[config.mk]
export PLATFORM = sky130hd
export DESIGN_NAME = rtc_irq_top
export DESIGN_NICKNAME = d
export VERILOG_FILES = /design/src/design/rtc_irq_pkg.sv /design/src/design/rtc_sqw_gen.sv /design/src/design/rtc_irq_top.sv
export SDC_FILE = /design/constraint.sdc
export NUM_CORES = 1
export LEC_CHECK = 0
export ABC_AREA = 1
export BUFFER_PORTS_ARGS = -buffer_cell sky130_fd_sc_hd__buf_2
export CAP_MARGIN = 40
export CORE_UTILIZATION = 48
export CTS_BUF_LIST = sky130_fd_sc_hd__clkbuf_8
export DETAILED_ROUTE_END_ITERATION = 8
export PLACE_DENSITY_LB_ADDON = 0.08
export SYNTH_ARGS = -nofsm -noshare
export SYNTH_HDL_FRONTEND = slang
export SYNTH_SLANG_ARGS = --single-unit
[constraint.sdc]
create_clock -name clk_in -period 2.7 [get_ports clk_in]
set_input_delay 0 -clock clk_in [delete_from_list [all_inputs] [get_ports clk_in]]
set_output_delay 0 -clock clk_in [all_outputs]
set_load 0.01 [all_outputs]
[src/design/rtc_irq_pkg.sv]
// Contract
// three sources, each with own enable bit
// interrupt is flag AND enable, ORed
// pulse mode drives pin about 200 ms
// level mode holds pin until flags read
// no interrupts while on backup supply
// pin valid only after restore completes
// host ignores pin during first access delay
// watchdog enable gates pin; flag always set
// alarm enable gates pin; flag always set
// power-fail enable gates pin; flag always set
// square wave overrides interrupts; calibration wins
// wave enable and select are nonvolatile
// select codes give 1/512/4096/32768 Hz
// polarity bit picks push-pull high or open-drain low
// flags read clears all flags at once
// flags read truncates a running pulse
// host does not read flags during reset
// fixed pin priority: cal, wave, irq, off
// flags set regardless of enables
// flags load zero at power-up
// event during clearing read keeps its flag
package rtc_irq_pkg;

  // ----------------------------------------------------------------
  // clock and timing
  // ----------------------------------------------------------------
  localparam int CLK_HZ = 50_000_000;
  localparam int PULSE_TIME_MS = 200;
  localparam int PULSE_CYCLES = CLK_HZ / 1000 * PULSE_TIME_MS;
  localparam int OSC_HZ = 32768;
  // half period of the oscillator, rounded down
  localparam int BASE_DIV_CYCLES = CLK_HZ / (2 * OSC_HZ);

  // ----------------------------------------------------------------
  // register map
  // ----------------------------------------------------------------
  localparam int ADDR_W = 4;
  localparam int DATA_W = 8;
  localparam logic [ADDR_W-1:0] ADDR_EVENT_FLAGS = 4'h0;
  localparam logic [ADDR_W-1:0] ADDR_INTERRUPT_CONTROL = 4'h6;
  localparam logic [DATA_W-1:0] EVENT_FLAGS_RESET = 8'h00;
  localparam logic [DATA_W-1:0] INTERRUPT_CONTROL_RESET = 8'h08;
  localparam logic [DATA_W-1:0] UNMAPPED_READ = 8'h00;

  // event_flags fields
  localparam int FLAG_WDOG = 7;
  localparam int FLAG_ALARM = 6;
  localparam int FLAG_PWRFAIL = 5;
  localparam int FLAG_OSCFAIL = 4;
  localparam int FLAG_BKPFAIL = 3;
  localparam int FLAG_CAL = 2;
  localparam int FLAG_WRITE = 1;
  localparam int FLAG_READ = 0;

  // interrupt_control fields
  localparam int CTRL_WDOG_EN = 7;
  localparam int CTRL_ALARM_EN = 6;
  localparam int CTRL_PWRFAIL_EN = 5;
  localparam int CTRL_SQW_EN = 4;
  localparam int CTRL_HIGH = 3;
  localparam int CTRL_PULSE = 2;
  localparam int CTRL_SEL_HI = 1;
  localparam int CTRL_SEL_LO = 0;

  // ----------------------------------------------------------------
  // square wave taps of the 65536 Hz phase counter
  // ----------------------------------------------------------------
  localparam int PHASE_W = 16;
  localparam int TAP_1HZ = 15;
  localparam int TAP_512HZ = 6;
  localparam int TAP_4096HZ = 3;
  localparam int TAP_32768HZ = 0;

  typedef enum logic [1:0] {SQW_1HZ, SQW_512HZ, SQW_4096HZ, SQW_32768HZ} sqw_freq_t;
  typedef enum logic [1:0] {PIN_OFF, PIN_CAL, PIN_SQW, PIN_IRQ} pin_src_t;

  // returns {pin level, output enable}
  function automatic logic [1:0] pin_drive(input logic active_high, input logic active);
    return active_high ? {active, 1'b1} : {1'b0, active};
  endfunction : pin_drive

endpackage : rtc_irq_pkg

[src/design/rtc_sqw_gen.sv]
`timescale 1ns/10ps
module rtc_sqw_gen
  import rtc_irq_pkg::*;
#(
  parameter int BASE_DIV = BASE_DIV_CYCLES
) (
  // clock and reset
  input wire logic clk_in,
  input wire logic reset_in,
  // control
  input wire logic run_in,
  input wire logic [1:0] freq_sel_in,
  // waves
  output logic wave_out,
  output logic tone_out
);

  localparam int DIV_W = $clog2(BASE_DIV + 1);

  if (BASE_DIV < 1) begin : g_bad_div
    $error("BASE_DIV must be at least 1");
  end

  logic [DIV_W-1:0] div_cnt;
  logic [PHASE_W-1:0] phase;
  logic base_tick;

  assign base_tick = (div_cnt == DIV_W'(BASE_DIV - 1));

  // ----------------------------------------------------------------
  // 65536 Hz tick and phase counter; held cleared while not running
  // ----------------------------------------------------------------
  always_ff @(posedge clk_in) begin
    if (reset_in || !run_in) begin
      div_cnt <= '0;
    end else if (base_tick) begin
      div_cnt <= '0;
    end else begin
      div_cnt <= div_cnt + DIV_W'(1);
    end
  end

  always_ff @(posedge clk_in) begin
    if (reset_in || !run_in) begin
      phase <= '0;
    end else if (base_tick) begin
      phase <= phase + PHASE_W'(1);
    end
  end

  always_ff @(posedge clk_in) begin
    if (reset_in) begin
      wave_out <= 1'b0;
      tone_out <= 1'b0;
    end else begin
      tone_out <= phase[TAP_512HZ];
      unique case (sqw_freq_t'(freq_sel_in))
        SQW_1HZ: wave_out <= phase[TAP_1HZ];
        SQW_512HZ: wave_out <= phase[TAP_512HZ];
        SQW_4096HZ: wave_out <= phase[TAP_4096HZ];
        SQW_32768HZ: wave_out <= phase[TAP_32768HZ];
      endcase
    end
  end

  // ----------------------------------------------------------------
  // checks
  // ----------------------------------------------------------------
  AST_SQW_TAP_FAST: assert property (@(posedge clk_in) disable iff (reset_in)
    (freq_sel_in == 2'h3) |=> (wave_out == $past(phase[TAP_32768HZ])))
    else $error("fastest select does not follow phase bit zero");

  AST_TONE_512: assert property (@(posedge clk_in) disable iff (reset_in)
    1'b1 |=> (tone_out == $past(phase[TAP_512HZ])))
    else $error("calibration tone does not follow the 512 Hz tap");

endmodule : rtc_sqw_gen

[src/design/rtc_irq_top.sv]
// The strobed register port was chosen for this implementation.
`timescale 1ns/10ps
module rtc_irq_top
  import rtc_irq_pkg::*;
#(
  parameter int PULSE_LEN = PULSE_CYCLES,
  parameter int SQW_DIV = BASE_DIV_CYCLES
) (
  // clock and reset
  input wire logic clk_in,
  input wire logic reset_in,
  // register port
  input wire logic [ADDR_W-1:0] addr_in,
  input wire logic [DATA_W-1:0] wr_data_in,
  input wire logic wr_en_in,
  input wire logic rd_en_in,
  output logic [DATA_W-1:0] rd_data_out,
  // event sources, one-cycle pulses
  input wire logic wdog_timeout_in,
  input wire logic alarm_match_in,
  input wire logic power_fail_in,
  // supply and status levels
  input wire logic on_vcc_in,
  input wire logic recall_done_in,
  input wire logic osc_fail_in,
  input wire logic backup_fail_in,
  // nonvolatile copy of {square_wave_en, sqw_freq_sel_hi, sqw_freq_sel_lo}
  input wire logic [2:0] nv_sqw_cfg_in,
  output logic [2:0] nv_sqw_cfg_out,
  // interrupt pin
  output logic int_pin_out,
  output logic int_pin_oe_out
);

  localparam int PULSE_W = $clog2(PULSE_LEN + 1);

  if (PULSE_LEN < 1 || PULSE_LEN > 2**30) begin : g_bad_pulse
    $error("PULSE_LEN out of range");
  end

  // ----------------------------------------------------------------
  // state
  // ----------------------------------------------------------------
  logic [2:0] src_flags;
  logic cal_mode;
  logic flag_write_en;
  logic flag_read_bit;
  logic [DATA_W-1:0] ctrl;
  logic recall_seen;
  logic [PULSE_W-1:0] pulse_cnt;
  pin_src_t pin_src;
  logic [DATA_W-1:0] flags_view;
  logic [2:0] src_events;
  logic [2:0] src_enables;
  logic irq_gate;
  logic flags_read;
  logic flags_write;
  logic ctrl_write;
  logic irq_level;
  logic pulse_start;
  logic pulse_active;
  logic irq_active;
  logic sqw_wave;
  logic cal_tone;
  logic [1:0] next_drive;
  pin_src_t next_pin_src;

  assign src_events = {wdog_timeout_in, alarm_match_in, power_fail_in};
  assign src_enables = ctrl[CTRL_WDOG_EN:CTRL_PWRFAIL_EN];
  assign irq_gate = on_vcc_in && recall_done_in;
  assign flags_read = rd_en_in && (addr_in == ADDR_EVENT_FLAGS);
  assign flags_write = wr_en_in && (addr_in == ADDR_EVENT_FLAGS);
  assign ctrl_write = wr_en_in && (addr_in == ADDR_INTERRUPT_CONTROL);

  assign flags_view = {src_flags, osc_fail_in, backup_fail_in, cal_mode, flag_write_en, flag_read_bit};

  // ----------------------------------------------------------------
  // source flags: set by event, cleared by read, set wins
  // ----------------------------------------------------------------
  always_ff @(posedge clk_in) begin
    if (reset_in) begin
      src_flags <= EVENT_FLAGS_RESET[FLAG_WDOG:FLAG_PWRFAIL];
    end else begin

      src_flags <= src_events | (src_flags & ~{3{flags_read}});
    end
  end

  // ----------------------------------------------------------------
  // writable flag bits; calibration only while write bit is set
  // ----------------------------------------------------------------
  always_ff @(posedge clk_in) begin
    if (reset_in) begin
      cal_mode <= EVENT_FLAGS_RESET[FLAG_CAL];
      flag_write_en <= EVENT_FLAGS_RESET[FLAG_WRITE];
      flag_read_bit <= EVENT_FLAGS_RESET[FLAG_READ];
    end else if (flags_write) begin
      flag_write_en <= wr_data_in[FLAG_WRITE];
      flag_read_bit <= wr_data_in[FLAG_READ];
      if (flag_write_en) begin
        cal_mode <= wr_data_in[FLAG_CAL];
      end
    end
  end

  // ----------------------------------------------------------------
  // interrupt control; wave bits reloaded once the restore completes
  // ----------------------------------------------------------------
  always_ff @(posedge clk_in) begin
    if (reset_in) begin
      recall_seen <= 1'b0;
    end else begin
      recall_seen <= recall_done_in;
    end
  end

  always_ff @(posedge clk_in) begin
    if (reset_in) begin
      ctrl <= INTERRUPT_CONTROL_RESET;
    end else if (recall_done_in && !recall_seen) begin
      ctrl[CTRL_SQW_EN] <= nv_sqw_cfg_in[2];
      ctrl[CTRL_SEL_HI] <= nv_sqw_cfg_in[1];
      ctrl[CTRL_SEL_LO] <= nv_sqw_cfg_in[0];
    end else if (ctrl_write) begin
      ctrl <= wr_data_in;
    end
  end

  always_ff @(posedge clk_in) begin
    if (reset_in) begin
      nv_sqw_cfg_out <= {INTERRUPT_CONTROL_RESET[CTRL_SQW_EN], INTERRUPT_CONTROL_RESET[CTRL_SEL_HI:CTRL_SEL_LO]};
    end else begin
      nv_sqw_cfg_out <= {ctrl[CTRL_SQW_EN], ctrl[CTRL_SEL_HI:CTRL_SEL_LO]};
    end
  end

  // ----------------------------------------------------------------
  // read port: data stands one cycle after the strobe
  // ----------------------------------------------------------------
  always_ff @(posedge clk_in) begin
    if (reset_in) begin
      rd_data_out <= UNMAPPED_READ;
    end else if (rd_en_in) begin
      unique case (addr_in)
        ADDR_EVENT_FLAGS: rd_data_out <= flags_view;
        ADDR_INTERRUPT_CONTROL: rd_data_out <= ctrl;
        default: rd_data_out <= UNMAPPED_READ;
      endcase
    end else begin
      rd_data_out <= UNMAPPED_READ;
    end
  end

  // ----------------------------------------------------------------
  // interrupt request: per-source AND, then OR
  // ----------------------------------------------------------------

  assign irq_level = irq_gate && |(src_flags & src_enables);
  // a new enabled event while on normal power and after the restore starts a pulse
  assign pulse_start = irq_gate && |(src_events & src_enables);
  assign pulse_active = (pulse_cnt != '0);

  assign irq_active = ctrl[CTRL_PULSE] ? pulse_active : irq_level;

  // ----------------------------------------------------------------
  // pulse timer; a flags read ends it unless a new enabled event arrives
  // ----------------------------------------------------------------
  always_ff @(posedge clk_in) begin
    if (reset_in) begin
      pulse_cnt <= '0;
    end else if (!irq_gate) begin
      pulse_cnt <= '0;
    end else if (pulse_start) begin
      pulse_cnt <= PULSE_W'(PULSE_LEN);
    end else if (flags_read) begin
      pulse_cnt <= '0;
    end else if (pulse_active) begin
      pulse_cnt <= pulse_cnt - PULSE_W'(1);
    end
  end

  // ----------------------------------------------------------------
  // square wave and calibration tone
  // ----------------------------------------------------------------
  rtc_sqw_gen #(
    .BASE_DIV(SQW_DIV)
  ) u_sqw (
    .clk_in(clk_in),
    .reset_in(reset_in),
    .run_in(irq_gate),
    .freq_sel_in(ctrl[CTRL_SEL_HI:CTRL_SEL_LO]),
    .wave_out(sqw_wave),
    .tone_out(cal_tone)
  );

  // ----------------------------------------------------------------
  // pin source priority and driver
  // ----------------------------------------------------------------
  always_comb begin
    if (!irq_gate) begin
      next_pin_src = PIN_OFF;
    end else if (cal_mode) begin
      next_pin_src = PIN_CAL;
    end else if (ctrl[CTRL_SQW_EN]) begin
      next_pin_src = PIN_SQW;
    end else if (|src_enables) begin
      next_pin_src = PIN_IRQ;
    end else begin
      next_pin_src = PIN_OFF;
    end
  end

  always_comb begin
    unique case (next_pin_src)
      PIN_CAL: next_drive = pin_drive(ctrl[CTRL_HIGH], cal_tone);
      PIN_SQW: next_drive = pin_drive(ctrl[CTRL_HIGH], sqw_wave);
      PIN_IRQ: next_drive = pin_drive(ctrl[CTRL_HIGH], irq_active);
      PIN_OFF: next_drive = 2'h0;
    endcase
  end

  always_ff @(posedge clk_in) begin
    if (reset_in) begin
      pin_src <= PIN_OFF;
      int_pin_out <= 1'b0;
      int_pin_oe_out <= 1'b0;
    end else begin
      pin_src <= next_pin_src;
      int_pin_out <= next_drive[1];
      int_pin_oe_out <= next_drive[0];
    end
  end

  // ----------------------------------------------------------------
  // checks
  // ----------------------------------------------------------------
  AST_FLAG_ON_EVENT: assert property (@(posedge clk_in) disable iff (reset_in)
    src_events[1] |=> src_flags[1])
    else $error("alarm event did not set its flag");

  AST_READ_CLEARS: assert property (@(posedge clk_in) disable iff (reset_in)
    (flags_read && src_events == 3'h0) |=> (src_flags == 3'h0))
    else $error("flags read did not clear all flags");

  AST_SET_WINS: assert property (@(posedge clk_in) disable iff (reset_in)
    (flags_read && wdog_timeout_in) |=> src_flags[2] ##1 (rd_data_out[FLAG_WDOG] || !$past(flags_read)))
    else $error("event lost during clearing read");

  AST_READ_DATA: assert property (@(posedge clk_in) disable iff (reset_in)
    (rd_en_in && addr_in == ADDR_INTERRUPT_CONTROL && !ctrl_write) |=> (rd_data_out == $past(ctrl)))
    else $error("control readback wrong");

  AST_BACKUP_QUIET: assert property (@(posedge clk_in) disable iff (reset_in)
    !on_vcc_in |=> (!int_pin_oe_out && !int_pin_out && pin_src == PIN_OFF))
    else $error("pin active on backup supply");

  AST_RESTORE_QUIET: assert property (@(posedge clk_in) disable iff (reset_in)
    !recall_done_in |=> !int_pin_oe_out)
    else $error("pin driven before restore completed");

  AST_LEVEL_HOLD: assert property (@(posedge clk_in) disable iff (reset_in)
    (irq_gate && !cal_mode && !ctrl[CTRL_SQW_EN] && !ctrl[CTRL_PULSE] && ctrl[CTRL_HIGH] && irq_level)
    |=> (int_pin_out && int_pin_oe_out))
    else $error("level interrupt not driven");

  AST_NO_ENABLED_SOURCE: assert property (@(posedge clk_in) disable iff (reset_in)
    (!cal_mode && !ctrl[CTRL_SQW_EN] && (src_flags & src_enables) == 3'h0 && !pulse_active)
    |=> !int_pin_out)
    else $error("pin active without an enabled flag");

  AST_PULSE_LOAD: assert property (@(posedge clk_in) disable iff (reset_in)
    pulse_start |=> (pulse_cnt == PULSE_W'(PULSE_LEN)) ##1 (pulse_cnt != '0 || $past(flags_read) || !$past(irq_gate)))
    else $error("pulse length not loaded");

  AST_PULSE_TRUNC: assert property (@(posedge clk_in) disable iff (reset_in)
    (flags_read && !pulse_start) |=> (pulse_cnt == '0))
    else $error("flags read did not end pulse");

  AST_CAL_FIRST: assert property (@(posedge clk_in) disable iff (reset_in)
    (irq_gate && cal_mode) |=> (pin_src == PIN_CAL))
    else $error("calibration tone not given priority");

  AST_OPEN_DRAIN_LOW: assert property (@(posedge clk_in) disable iff (reset_in)
    !ctrl[CTRL_HIGH] |=> !int_pin_out)
    else $error("open-drain mode drove the pin high");

  AST_WDOG_FLAG: assert property (@(posedge clk_in) disable iff (reset_in)
    wdog_timeout_in |=> src_flags[2])
    else $error("watchdog event did not set its flag");

  AST_PWRFAIL_FLAG: assert property (@(posedge clk_in) disable iff (reset_in)
    power_fail_in |=> src_flags[0])
    else $error("power-fail event did not set its flag");

  AST_FLAG_HOLD: assert property (@(posedge clk_in) disable iff (reset_in)
    !flags_read |=> ((src_flags & $past(src_flags)) == $past(src_flags)))
    else $error("flag dropped without a flags read");

  AST_FLAG_READBACK: assert property (@(posedge clk_in) disable iff (reset_in)
    flags_read |=> (rd_data_out == $past(flags_view)))
    else $error("flags readback wrong");

  AST_NV_COPY: assert property (@(posedge clk_in) disable iff (reset_in)
    1'b1 |=> (nv_sqw_cfg_out == {$past(ctrl[CTRL_SQW_EN]), $past(ctrl[CTRL_SEL_HI:CTRL_SEL_LO])}))
    else $error("nonvolatile copy does not follow control");

  AST_NV_RELOAD: assert property (@(posedge clk_in) disable iff (reset_in)
    (recall_done_in && !recall_seen)
    |=> ({ctrl[CTRL_SQW_EN], ctrl[CTRL_SEL_HI:CTRL_SEL_LO]} == $past(nv_sqw_cfg_in)))
    else $error("wave settings not restored");

  AST_WAVE_PICK: assert property (@(posedge clk_in) disable iff (reset_in)
    (irq_gate && !cal_mode && ctrl[CTRL_SQW_EN]) |=> (pin_src == PIN_SQW))
    else $error("square wave not given priority over interrupts");

  AST_PUSH_PULL: assert property (@(posedge clk_in) disable iff (reset_in)
    (ctrl[CTRL_HIGH] && next_pin_src != PIN_OFF) |=> int_pin_oe_out)
    else $error("push-pull mode left the pin undriven");

  AST_PULSE_GATE: assert property (@(posedge clk_in) disable iff (reset_in)
    !irq_gate |=> (pulse_cnt == '0))
    else $error("pulse kept running on backup supply");

  AST_HIZ_IDLE: assert property (@(posedge clk_in) disable iff (reset_in)
    (irq_gate && !cal_mode && !ctrl[CTRL_SQW_EN] && src_enables == 3'h0)
    |=> (!int_pin_oe_out && !int_pin_out))
    else $error("pin driven with no source enabled");

  AST_PULSE_DRIVE: assert property (@(posedge clk_in) disable iff (reset_in)
    (irq_gate && !cal_mode && !ctrl[CTRL_SQW_EN] && ctrl[CTRL_PULSE] && ctrl[CTRL_HIGH]
      && pulse_active && src_enables != 3'h0) |=> int_pin_out)
    else $error("running pulse not driven on the pin");

  COV_PULSE: cover property (@(posedge clk_in) disable iff (reset_in)
    pulse_start ##1 pulse_active [*3]);

  COV_LEVEL_READ: cover property (@(posedge clk_in) disable iff (reset_in)
    (pin_src == PIN_IRQ && int_pin_oe_out) ##[1:20] flags_read);

  COV_SQW: cover property (@(posedge clk_in) disable iff (reset_in)
    pin_src == PIN_SQW && int_pin_out);

  COV_CAL: cover property (@(posedge clk_in) disable iff (reset_in)
    pin_src == PIN_CAL);

  COV_TRUNC: cover property (@(posedge clk_in) disable iff (reset_in)
    pulse_active && flags_read);

endmodule : rtc_irq_top

==> results of run 1 <==
-- worst paths after layout --
| check | to | slack [ns] | depth (start not counted) |
|---|---|---|---|
| setup / recovery | pulse_cnt[10] | 1.01 | 11 |
| hold / removal | int_pin_oe_out | 0.01 | 2 |
| setup reg to reg | pulse_cnt[10] | 1.01 | 11 |
| hold reg to reg | u_sqw.div_cnt[0] | 0.47 | 1 |
-- Yosys cell counts (all sizes together), types with 4 or more instances --
| cell type | number | share of area (%) |
|---|---|---|
| nand3 | 37 | 5.0 |
| nand4 | 8 | 1.2 |
| xor2 | 11 | 2.3 |
| nand2 | 172 | 17 |
| inv | 64 | 5.8 |
| nor3 | 13 | 2.3 |
| o21ai | 18 | 2.2 |
| ha | 5 | 1.5 |
| dfxtp | 80 | 38 |
| nor2 | 106 | 12 |
| a21oi | 50 | 6.3 |
| buf | 4 | 0.69 |
| xnor2 | 7 | 1.5 |
| nand3b | 5 | 0.90 |
-- critical path: stages (launching register included) --
cell	delay, ns
dfxtp_1	0.34
inv_1	0.20
ha_1	0.21
inv_1	0.05
nor2_1	0.11
nand2_2	0.07
nor2_4	0.09
nand3_4	0.16
nand2_2	0.13
inv_4	0.06
nand2_1	0.08
a21oi_2	0.05
-- layout make-up --
type                            count  area (sq um)
Fill cell                         802          3470
Multi-Input combinational cell    445          2290
Sequential cell                    80          1600
Timing Repair Buffer               61           420
Inverter                           65           251
Tap cell                          105           131
Clock buffer                        9           124
Clock inverter                      7          47.5
-- per-layer routing --
metal	routed length, um	share of wire, %
met4	135	1.5
met3	453	4.9
met1	4520	49
met5	0	0
met2	4170	45
-- per-stage QoR --
stage | setup WS (ns) | area (sq um) | utilization (%) | power (mW)
4_1_cts | 1.01 | 4870 | 58.4 | 6.45
3_5_place_dp | 1.02 | 4470 | 53.5 | 5.61
3_3_place_gp | 1.08 | 4470 | 53.5 | 5.54
5_1_grt | 0.854 | 4870 | 58.4 | 7.04
2_1_floorplan | 1.22 | 4180 | - | 4.87
6_report | 1.01 | 4870 | 58.4 | 6.42
-- power by group through the flow --
| stage | combinational, mW | clock (mW) | sequential [mW] |
|---|---|---|---|
| global route | 4.64 | 0.867 | 1.53 |
| floorplan | 3.38 | 0 | 1.49 |
| CTS | 4.12 | 0.818 | 1.51 |
| global placement | 4.01 | 0 | 1.53 |
| detailed placement | 4.07 | 0 | 1.53 |
| finish | 4.12 | 0.794 | 1.51 |
-- cells by family after synthesis --
group | synth area share (%)
AOI/OAI and AO/OA | 9.72
and+or+nand+nor | 39.8
DFF | 38.3
xor gates and xnor gates | 3.77
buffers and inverters | 6.97
adders and majority gates | 1.50
-- cells in the final DEF, fill, tap and decap left out, types with 4 or more instances in the layout --
cell	n
xnor2_1	7
nand4_1	8
nor3_1	8
dlygate4sd3_1	23
nor2_1	87
nor3_2	4
a21oi_1	46
nand2_2	13
nor2_2	9
inv_1	61
buf_2	38
nand3b_1	5
nand2_4	5
ha_1	5
nor2_4	10
a21oi_2	4
clkbuf_8	9
dfxtp_1	80
nand2_1	154
o21ai_0	16
xor2_1	11
nand3_1	35
-- registers in the layout, indices dropped and copies added, names as in the netlist, 3 cells and up --
| register | count |
|---|---|
| nv_sqw_cfg_out | 3 |
| u_sqw.phase | 16 |
| pulse_cnt | 24 |
| rd_data_out | 8 |
| u_sqw.div_cnt | 10 |
| ctrl | 8 |
| src_flags | 3 |
==> results.json, run 1 <==
{
  "ir_worst_vdd_uv": 602,
  "cap_violations": 0,
  "critPathMaxFanout": 9,
  "drc_errors": 0,
  "post-place-cells": 733,
  "totalNegativeSetupSlack_ns": 0,
  "cts_max_level": 3,
  "vias": 3855,
  "grt_pass1_wl_um": 15600,
  "drt-wirelength-per-cell_um": 12.0,
  "drive_gt1_share_pct": 16.6,
  "cts_resized": 0,
  "die_y_um": 95.4,
  "cts_buffers": 9,
  "power_switching_mw": 3.24,
  "power_frac_comb_pct": 64.1,
  "grt_overflow_total": 0,
  "via_per_inst": 4.99,
  "num_io_pins": 39,
  "max_slew_margin_pct": 56.4,
  "whs_ns": 0.0139,
  "fmax_mhz": 591,
  "final_antenna_net_count": 0,
  "switching_share_pct": 50.4,
  "crit_required_ns": 2.92,
  "synth_edf_count": 0,
  "diodes": 0,
  "outcome": "finished, final reports clean",
  "port_buffers": 38,
  "worst_pin_slew_ns": 0.653,
  "die_x_um": 95.4,
  "grt_setup_unrepaired": "no",
  "yosysWarnings": 0,
  "rows": 33,
  "core_sq_um": 8340,
  "min_period_over_period_pct": 62.6,
  "grt_pass1_vias": 3486,
  "avgSynthCellArea_sq_um": 7.01,
  "dr.pass1.iters": 5,
  "die_area_sq_um": 9090,
  "hold_buffers": 23,
  "cts-root-buf": "clkbuf_8",
  "clk-insertion-delay-late_ns": 0.36,
  "ys_seq_elements": 80,
  "nets": 693,
  "antenna_found_initial": 0,
  "routabilityCongestion": 0.863,
  "p_per_area_nw_per_um2": 1320,
  "worstHoldStart": "reset_in",
  "async_flop_share_pct": 0,
  "clk_pin_slew_ns": 0.09,
  "area_delta_synth_final_pct": 16.3,
  "fin_cells": 772,
  "intPower_mw": 3.18,
  "dr.first_iter.drc_count": 188,
  "period_needed_ns": 1.69,
  "netlist-cell-type-count": 40,
  "cts.sinks": 80,
  "grt-busiest-layer": "met2",
  "setup_violations": 0,
  "seq_area_frac_synth_pct": 38.3,
  "min_path_type": "primary input to register",
  "syn_nets": 628,
  "wl_um": 9270,
  "start_util_pct": 50.2,
  "fin_worst_skew_ns": 0.0128,
  "clockPowerShare_pct": 12.4,
  "use_met1_pct": 29.9,
  "hpwl_um": 6670,
  "postCtsSetupRepairBufs": 0,
  "syn_area_sq_um": 4180,
  "gr-usage-all-layers_pct": 22.0,
  "worstPathArrival_ns": 1.91,
  "slew_violations": 0,
  "crit_type": "register to register",
  "use_met2_pct": 35.0,
  "clockBufferDepth": 2,
  "syn_inst": 597,
  "worst_r2r_startpoint": "pulse_cnt[0]",
  "power.share.sequential_pct": 23.5,
  "grtUsageMet3_pct": 3.51,
  "grt_max_degree": 21,
  "cp-startpoint": "pulse_cnt[0]",
  "start_kind": "register",
  "finalHoldViolCount": 0,
  "synthFlopType": "dfxtp_1",
  "leakagePower_nw": 2.09,
  "critPathCaptureType": "register",
  "cts_tree": "yes"
}
Note: power is estimated with default switching activity, not from simulation.
==> inputs of run 2 (changes only) <==
--- a/config.mk
+++ b/config.mk
@@ -5,7 +5,7 @@
 export SDC_FILE = /design/constraint.sdc
 export NUM_CORES = 1
 export LEC_CHECK = 0
-export ABC_AREA = 1
+export ABC_AREA = 0
 export BUFFER_PORTS_ARGS = -buffer_cell sky130_fd_sc_hd__buf_2
 export CAP_MARGIN = 40
 export CORE_UTILIZATION = 48
==> constraint.sdc (replaced) <==
create_clock -name clk_in -period 1.6 [get_ports clk_in]
set_input_delay 0 -clock clk_in [delete_from_list [all_inputs] [get_ports clk_in]]
set_output_delay 0 -clock clk_in [all_outputs]
set_load 0.01 [all_outputs]
==> run 2 against run 1 <==
Against the previous run: the flow now finishes with violations (setup timing); first-iteration DRC count shrank 7.4%; sequential power increased by 60%; maximum frequency fell by 20%; via count fell by 12%; wire length is 5.7% lower; largest cell class unchanged.
==> results.json, run 2 <==
{
  "wl_um": 8740,
  "grt-busiest-layer": "met2",
  "leakagePower_nw": 2.08,
  "slew_violations": 0,
  "antenna_found_initial": 0,
  "timing.rr.end": "pulse_cnt[7]",
  "intPower_mw": 7.35,
  "slowest_stage": "or4_4",
  "start_kind": "register",
  "syn_inst": 398,
  "post-place-cells": 595,
  "clk-insertion-delay-late_ns": 0.35,
  "switching_share_pct": 40.2,
  "clockPowerShare_pct": 11.7,
  "grt_pass1_wl_um": 13800,
  "critPathMaxFanout": 4,
  "synth_most_common_cell": "dfxtp_1",
  "worstPathCellList": "or4_4 -> or3_4 -> or4_4 -> buf_4 -> nand2_4 -> o21ai_0",
  "num_io_pins": 39,
  "synthFlopType": "dfxtp_1",
  "finalPower_mw": 12.3,
  "cts.sinks": 80,
  "min_path_type": "primary input to register",
  "fmax_mhz": 474,
  "ys_seq_elements": 80,
  "synth.top_cell.area_share_pct": 44.9,
  "die_y_um": 88.2,
  "min_delay_worst_endpoint": "ctrl[0]",
  "dpl_worst_slack_ns": -0.503,
  "dr.pass1.iters": 5,
  "dpl_cell_area_sq_um": 4420,
  "cts_buffers": 9,
  "drive_gt1_share_pct": 34.3,
  "critPathCaptureType": "register",
  "clockBufferDepth": 2,
  "ir_worst_vdd_uv": 1340,
  "min_path_cells": 3,
  "area_delta_synth_final_pct": 40.5,
  "die_x_um": 88.2,
  "whs_ns": 0.0244,
  "cp_common_cell": "or4_4",
  "reg2reg_depth": 6,
  "final_cell_mix": "76 x buf_4, 73 x dfxtp_1, 62 x nor2_1, 38 x buf_2, 28 x nand2_1",
  "diodes": 0,
  "netlist-cell-type-count": 52,
  "port_buffers": 38,
  "regMostFlops": "pulse_cnt",
  "avgSynthCellArea_sq_um": 8.97,
  "start_util_pct": 49.5,
  "largest_reg_flops": 24,
  "violations": "setup timing",
  "grt_max_degree": 22,
  "crit_type": "register to register",
  "final_antenna_net_count": 0,
  "worst_r2r_startpoint": "pulse_cnt[19]",
  "drt-wirelength-per-cell_um": 13.7,
  "core_sq_um": 7210,
  "fin_area_sq_um": 5010,
  "drc_errors": 0,
  "grt_overflow_total": 0,
  "clk_pin_slew_ns": 0.09,
  "finalHoldViolCount": 0,
  "cts_tree": "yes",
  "crit_path_max_incr_delay_ns": 0.54,
  "die_area_sq_um": 7780,
  "cap_violations": 0,
  "p_per_area_nw_per_um2": 2450,
  "worst_pin_slew_ns": 0.660,
  "synth_common_cells": "80 x dfxtp_1, 65 x nor2_1, 32 x nand2_1",
  "gr-usage-all-layers_pct": 22.9,
  "period_needed_ns": 2.11,
  "yosysWarnings": 0,
  "synth_edf_count": 0,
  "synth_area_leaders": "dfxtp_1 45%, nor2_1 6.8%, xor2_1 5.6%",
  "r2r_slack_ns": -0.51,
  "top_regs": "pulse_cnt (24), u_sqw.phase (16), u_sqw.div_cnt (10)",
  "final_common_cell": "buf_4",
  "routabilityCongestion": 0.807,
  "rows": 31,
  "grt_setup_unrepaired": "yes",
  "worstHoldStart": "wr_en_in",
  "hpwl_um": 5850,
  "crit_required_ns": 1.84,
  "outcome": "complete, but fails checks",
  "syn_area_sq_um": 3570,
  "fin_cells": 638,
  "async_flop_share_pct": 0,
  "dr.first_iter.drc_count": 174,
  "grt_pass1_vias": 3050,
  "max_slew_margin_pct": 56.0,
  "vias": 3379,
  "setup_violations": 26,
  "power_switching_mw": 4.94,
  "worst_slack_ns": -0.512,
  "cts-root-buf": "clkbuf_8",
  "nets": 565,
  "via_per_inst": 5.30,
  "use_met2_pct": 36.9,
  "seq_area_frac_synth_pct": 44.9,
  "use_met1_pct": 30.5,
  "grtUsageMet3_pct": 3.26,
  "cts_max_level": 3,
  "syn_nets": 429,
  "power.share.sequential_pct": 19.7,
  "min_period_over_period_pct": 132,
  "power_frac_comb_pct": 68.7,
  "post-synth-top-area-cell": "dfxtp_1",
  "fin_worst_skew_ns": 0.00914,
  "worstPathArrival_ns": 2.36
}
[run 2: cell types whose count changed in the layout (fill, tap and decap cells not counted), moves of 9 or more]
cell / before / now
inv_1: 61 / 5
a22oi_1: 0 / 9
a21oi_1: 46 / 19
nand2_1: 154 / 28
nand2_2: 13 / 3
nor2_1: 87 / 62
nand3_1: 35 / 22
nor2b_1: 0 / 9
nor2_4: 10 / 1
xor2_1: 11 / 23
buf_4: 0 / 76
[run 2: cell families (layout without fill, tap and decap cells)]
| family | count (synthesis) | count (layout) | share of synthesized area, % |
|---|---|---|---|
| DFF | 80 | 80 | 44.9 |
| and+or+nand+nor | 188 | 188 | 28.6 |
| muxes | 7 | 7 | 2.31 |
| adders and majority gates | 5 | 5 | 1.75 |
| xor gates and xnor gates | 31 | 31 | 7.61 |
| buffers and inverters | 20 | 161 | 2.35 |
| AOI/OAI and AO/OA | 67 | 67 | 12.5 |
[run 2: worst max-delay path by stage]
stage | start | end | slack [ns] | cells past startpoint
5_1_grt | pulse_cnt[19] | pulse_cnt[3] | -0.57 | 6
6_report | pulse_cnt[19] | pulse_cnt[7] | -0.51 | 6
4_1_cts | pulse_cnt[19] | pulse_cnt[19] | -0.49 | 5
3_3_place_gp | pulse_cnt[19] | pulse_cnt[19] | -0.47 | 5
2_1_floorplan | pulse_cnt[16] | pulse_cnt[19] | -0.52 | 6
3_5_place_dp | pulse_cnt[19] | pulse_cnt[19] | -0.50 | 5
[run 2: power groups by stage]
| stage | Clock (mW) | Combinational (mW) | Sequential (mW) |
|---|---|---|---|
| 6_report | 1.43 | 8.44 | 2.42 |
| 5_1_grt | 1.54 | 9.15 | 2.45 |
| 4_1_cts | 1.46 | 7.59 | 2.41 |
| 3_5_place_dp | 0 | 6.58 | 2.46 |
| 3_3_place_gp | 0 | 6.54 | 2.45 |
| 2_1_floorplan | 0 | 3.80 | 2.49 |
[run 2: timing repair]
action / in CTS / in global routing
setup endpoints to repair: 28 / 45
pin swaps: 8 / 8
setup buffers: 3 / 4
resized for setup: 12 / 22
endpoints found under the hold margin: 19 / 0
hold buffers: 20 / 0
[run 2: cell type report]
cell class                 count  area [sq um]
sequential                    80          1610
timing repair buffer         138          1010
inverter                       7          26.3
tap                           99           124
multi-input combinational    298          2050
clock buffer                  10           138
fill                         581          2200
clock inverter                 6          50.0
[run 2: critical path, delay by kind of cell, from the launching register on]
family / cells / cell delay [ns]
buffers and inverters: 1 / 0.17
AND/OR/NAND/NOR: 4 / 1.42
AO/OA/AOI/OAI: 1 / 0.08
flip-flops: 1 / 0.33
[run 2: layer usage]
layer / part of all wire, % / vias up / wire, um
li1: - / 1696 / -
met1: 47 / 1573 / 4140
met2: 47 / 89 / 4130
met3: 3.5 / 21 / 304
met4: 1.9 / 0 / 167
met5: 0 / - / 0
[run 2: through the flow]
step,setup TNS (ns),utilization (%)
floorplan,-10.00,-
global placement,-9.72,61.3
detailed placement,-10.34,61.3
CTS,-10.52,68.1
global route,-13.06,69.5
finish,-10.96,69.5
==> inputs of run 3 (changes only) <==
--- a/config.mk
+++ b/config.mk
@@ -14,4 +14,5 @@
 export PLACE_DENSITY_LB_ADDON = 0.08
 export SYNTH_ARGS = -nofsm -noshare
 export SYNTH_HDL_FRONTEND = slang
+export SYNTH_HIERARCHICAL = 1
 export SYNTH_SLANG_ARGS = --single-unit
==> run 3 against run 2 <==
Against the previous run: via count increased by 4.4%; maximum frequency rose by 12%; clock skew is 0.0025 ns higher; synthesized area rose by 1.3%; sequential power fell by 2%; highest routed layer unchanged; synthesized cell count grew 1.3%; the run still ends with setup timing left; combinational power is 28% lower; critical path depth shrank 1; wire length grew 7.3%; power is 19% lower.
==> results.json, run 3 <==
{
  "netlist-cell-type-count": 51,
  "worst_pin_slew_ns": 0.433,
  "violations": "setup timing",
  "finalPower_mw": 10.0,
  "finalHoldViolCount": 0,
  "ys_seq_elements": 80,
  "seq_area_frac_synth_pct": 44.3,
  "synthFlopType": "dfxtp_1",
  "regMostFlops": "pulse_cnt",
  "grt-busiest-layer": "met2",
  "grt_max_degree": 17,
  "drive_gt1_share_pct": 39.9,
  "final_cell_mix": "85 x buf_4, 70 x dfxtp_1, 51 x nor2_1, 38 x buf_2, 27 x nand2_1",
  "start_util_pct": 49.9,
  "crit_type": "register to register",
  "syn_area_sq_um": 3620,
  "slew_violations": 0,
  "leakagePower_nw": 2.23,
  "drt-wirelength-per-cell_um": 14.4,
  "vias": 3526,
  "critPathCaptureType": "register",
  "final_antenna_net_count": 0,
  "grt_pass1_vias": 3353,
  "min_path_type": "primary input to register",
  "num_io_pins": 39,
  "max_slew_margin_pct": 71.1,
  "die_x_um": 88.8,
  "min_period_over_period_pct": 118,
  "cts_buffers": 9,
  "cts_tree": "yes",
  "dr.first_iter.drc_count": 154,
  "grt_overflow_total": 0,
  "final_common_cell": "buf_4",
  "outcome": "complete, but fails checks",
  "grtUsageMet3_pct": 3.54,
  "antenna_found_initial": 0,
  "synth_most_common_cell": "dfxtp_1",
  "largest_reg_flops": 24,
  "yosysWarnings": 6,
  "worstPathArrival_ns": 2.19,
  "fin_cells": 653,
  "diodes": 0,
  "fin_worst_skew_ns": 0.0117,
  "die_y_um": 88.8,
  "dr.pass1.iters": 4,
  "cts-root-buf": "clkbuf_8",
  "post-place-cells": 604,
  "drc_errors": 0,
  "synth_area_leaders": "dfxtp_1 44%, nor2_1 5.4%, xor2_1 3.6%",
  "cap_violations": 0,
  "post-synth-top-area-cell": "dfxtp_1",
  "synth.top_cell.area_share_pct": 44.3,
  "grt_pass1_wl_um": 14800,
  "worst_slack_ns": -0.286,
  "postLayoutCoreUtil_pct": 73.0,
  "syn_inst": 403,
  "die_area_sq_um": 7880,
  "clockBufferDepth": 2,
  "synth_common_cells": "80 x dfxtp_1, 52 x nor2_1, 28 x nand2_1",
  "rows": 31,
  "clk-insertion-delay-late_ns": 0.35,
  "cts_max_level": 3,
  "period_needed_ns": 1.89,
  "use_met2_pct": 44.1,
  "ir_worst_vdd_uv": 1300,
  "p_per_area_nw_per_um2": 1890,
  "area_delta_synth_final_pct": 46.3,
  "port_buffers": 38,
  "clk_pin_slew_ns": 0.09,
  "async_flop_share_pct": 0,
  "synth_edf_count": 0,
  "setup_violations": 26,
  "nets": 580,
  "start_kind": "register",
  "syn_nets": 434,
  "cts.sinks": 80,
  "critPathMaxFanout": 5,
  "use_met1_pct": 28.5,
  "gr-usage-all-layers_pct": 24.5,
  "routabilityCongestion": 0.862,
  "avgSynthCellArea_sq_um": 8.97,
  "top_regs": "pulse_cnt (24), u_sqw/phase (16), u_sqw/div_cnt (10)",
  "hpwl_um": 6380,
  "grt_setup_unrepaired": "yes",
  "wl_um": 9380,
  "fillers": 546,
  "crit_required_ns": 1.90,
  "fmax_mhz": 530,
  "core_sq_um": 7250,
  "via_per_inst": 5.40
}
==> run 3: cell types whose count changed after synthesis, sizes merged, moves of 5 or more <==
cell,delta
o21ai,+6
nor3,+9
and4,+5
o31ai,+5
nor2,-13
xor2,-8
nand4,+6
or3,+8
==> run 3: cell families (layout without fill, tap and decap cells) <==
logic type                 after synthesis  after routing  share of synthesized area (%)
AOI/OAI and AO/OA                       68             68                           12.2
xor gates and xnor gates                27             27                           6.54
adders and majority gates                5              5                           1.73
buffers and inverters                   23            174                           2.70
DFF                                     80             80                           44.3
muxes                                    8              8                           2.56
and+or+nand+nor                        192            192                           30.0
==> run 3: worst paths after layout <==
kind	start	endpoint	slack, ns	cells past startpoint
min reg2reg	flag_read_bit	flag_read_bit	0.46	2
min	wr_en_in	ctrl[0]	0.02	3
max reg2reg	pulse_cnt[4]	pulse_cnt[13]	-0.29	5
max	pulse_cnt[4]	pulse_cnt[13]	-0.29	5
==> run 3: cell type report <==
type / count / area (sq um) / area share [%]
inverters: 8 / 30.0 / 0.568
flip-flops and latches: 80 / 1620 / 30.6
repair buffers: 150 / 1120 / 21.1
well taps: 99 / 124 / 2.34
clock buffers: 9 / 124 / 2.34
clock inverters: 7 / 77.6 / 1.47
multi-input cells: 300 / 2200 / 41.6
==> run 3: repair_timing <==
action	in CTS	in global routing
pin swaps	18	22
buffers inserted	12	4
gates resized for setup	36	41
hold buffers	19	0
endpoints found under the setup margin	34	35
endpoints found under the hold margin	17	0
==> run 3: metal layers <==
layer / wire, um / vias to the layer above
met5: 0 / -
met3: 258 / 25
met1: 4130 / 1671
met4: 250 / 0
met2: 4740 / 70
li1: - / 1760
==> run 3: metrics by stage <==
stage	hold slack [ns]	setup TNS (ns)	setup slack [ns]	instance area, sq um
finish	0.0176	-5.08	-0.286	5290
global route	0.0331	-7.07	-0.344	5290
CTS	0.00561	-3.87	-0.208	5130
detailed placement	0.237	-5.37	-0.277	4530
global placement	0.227	-3.80	-0.187	4530
floorplan	0.0716	-2.32	-0.213	3680
==> run 3: report_power, final <==
group,leakage (nW),total [mW],internal (mW),switching [mW]
Sequential,0.653,2.38,2.19,0.192
Clock,0.101,1.54,0.738,0.801
Combinational,1.47,6.08,3.12,2.96
Total,2.23,10.0,6.05,3.95
==> run 3: critical path, cell delays in order, from the launching register on <==
cell and delay, ns:
dfxtp_4 0.35, or4_4 0.57, nor3_4 0.26, o21ai_4 0.12, or4_4 0.42, a21oi_2 0.12
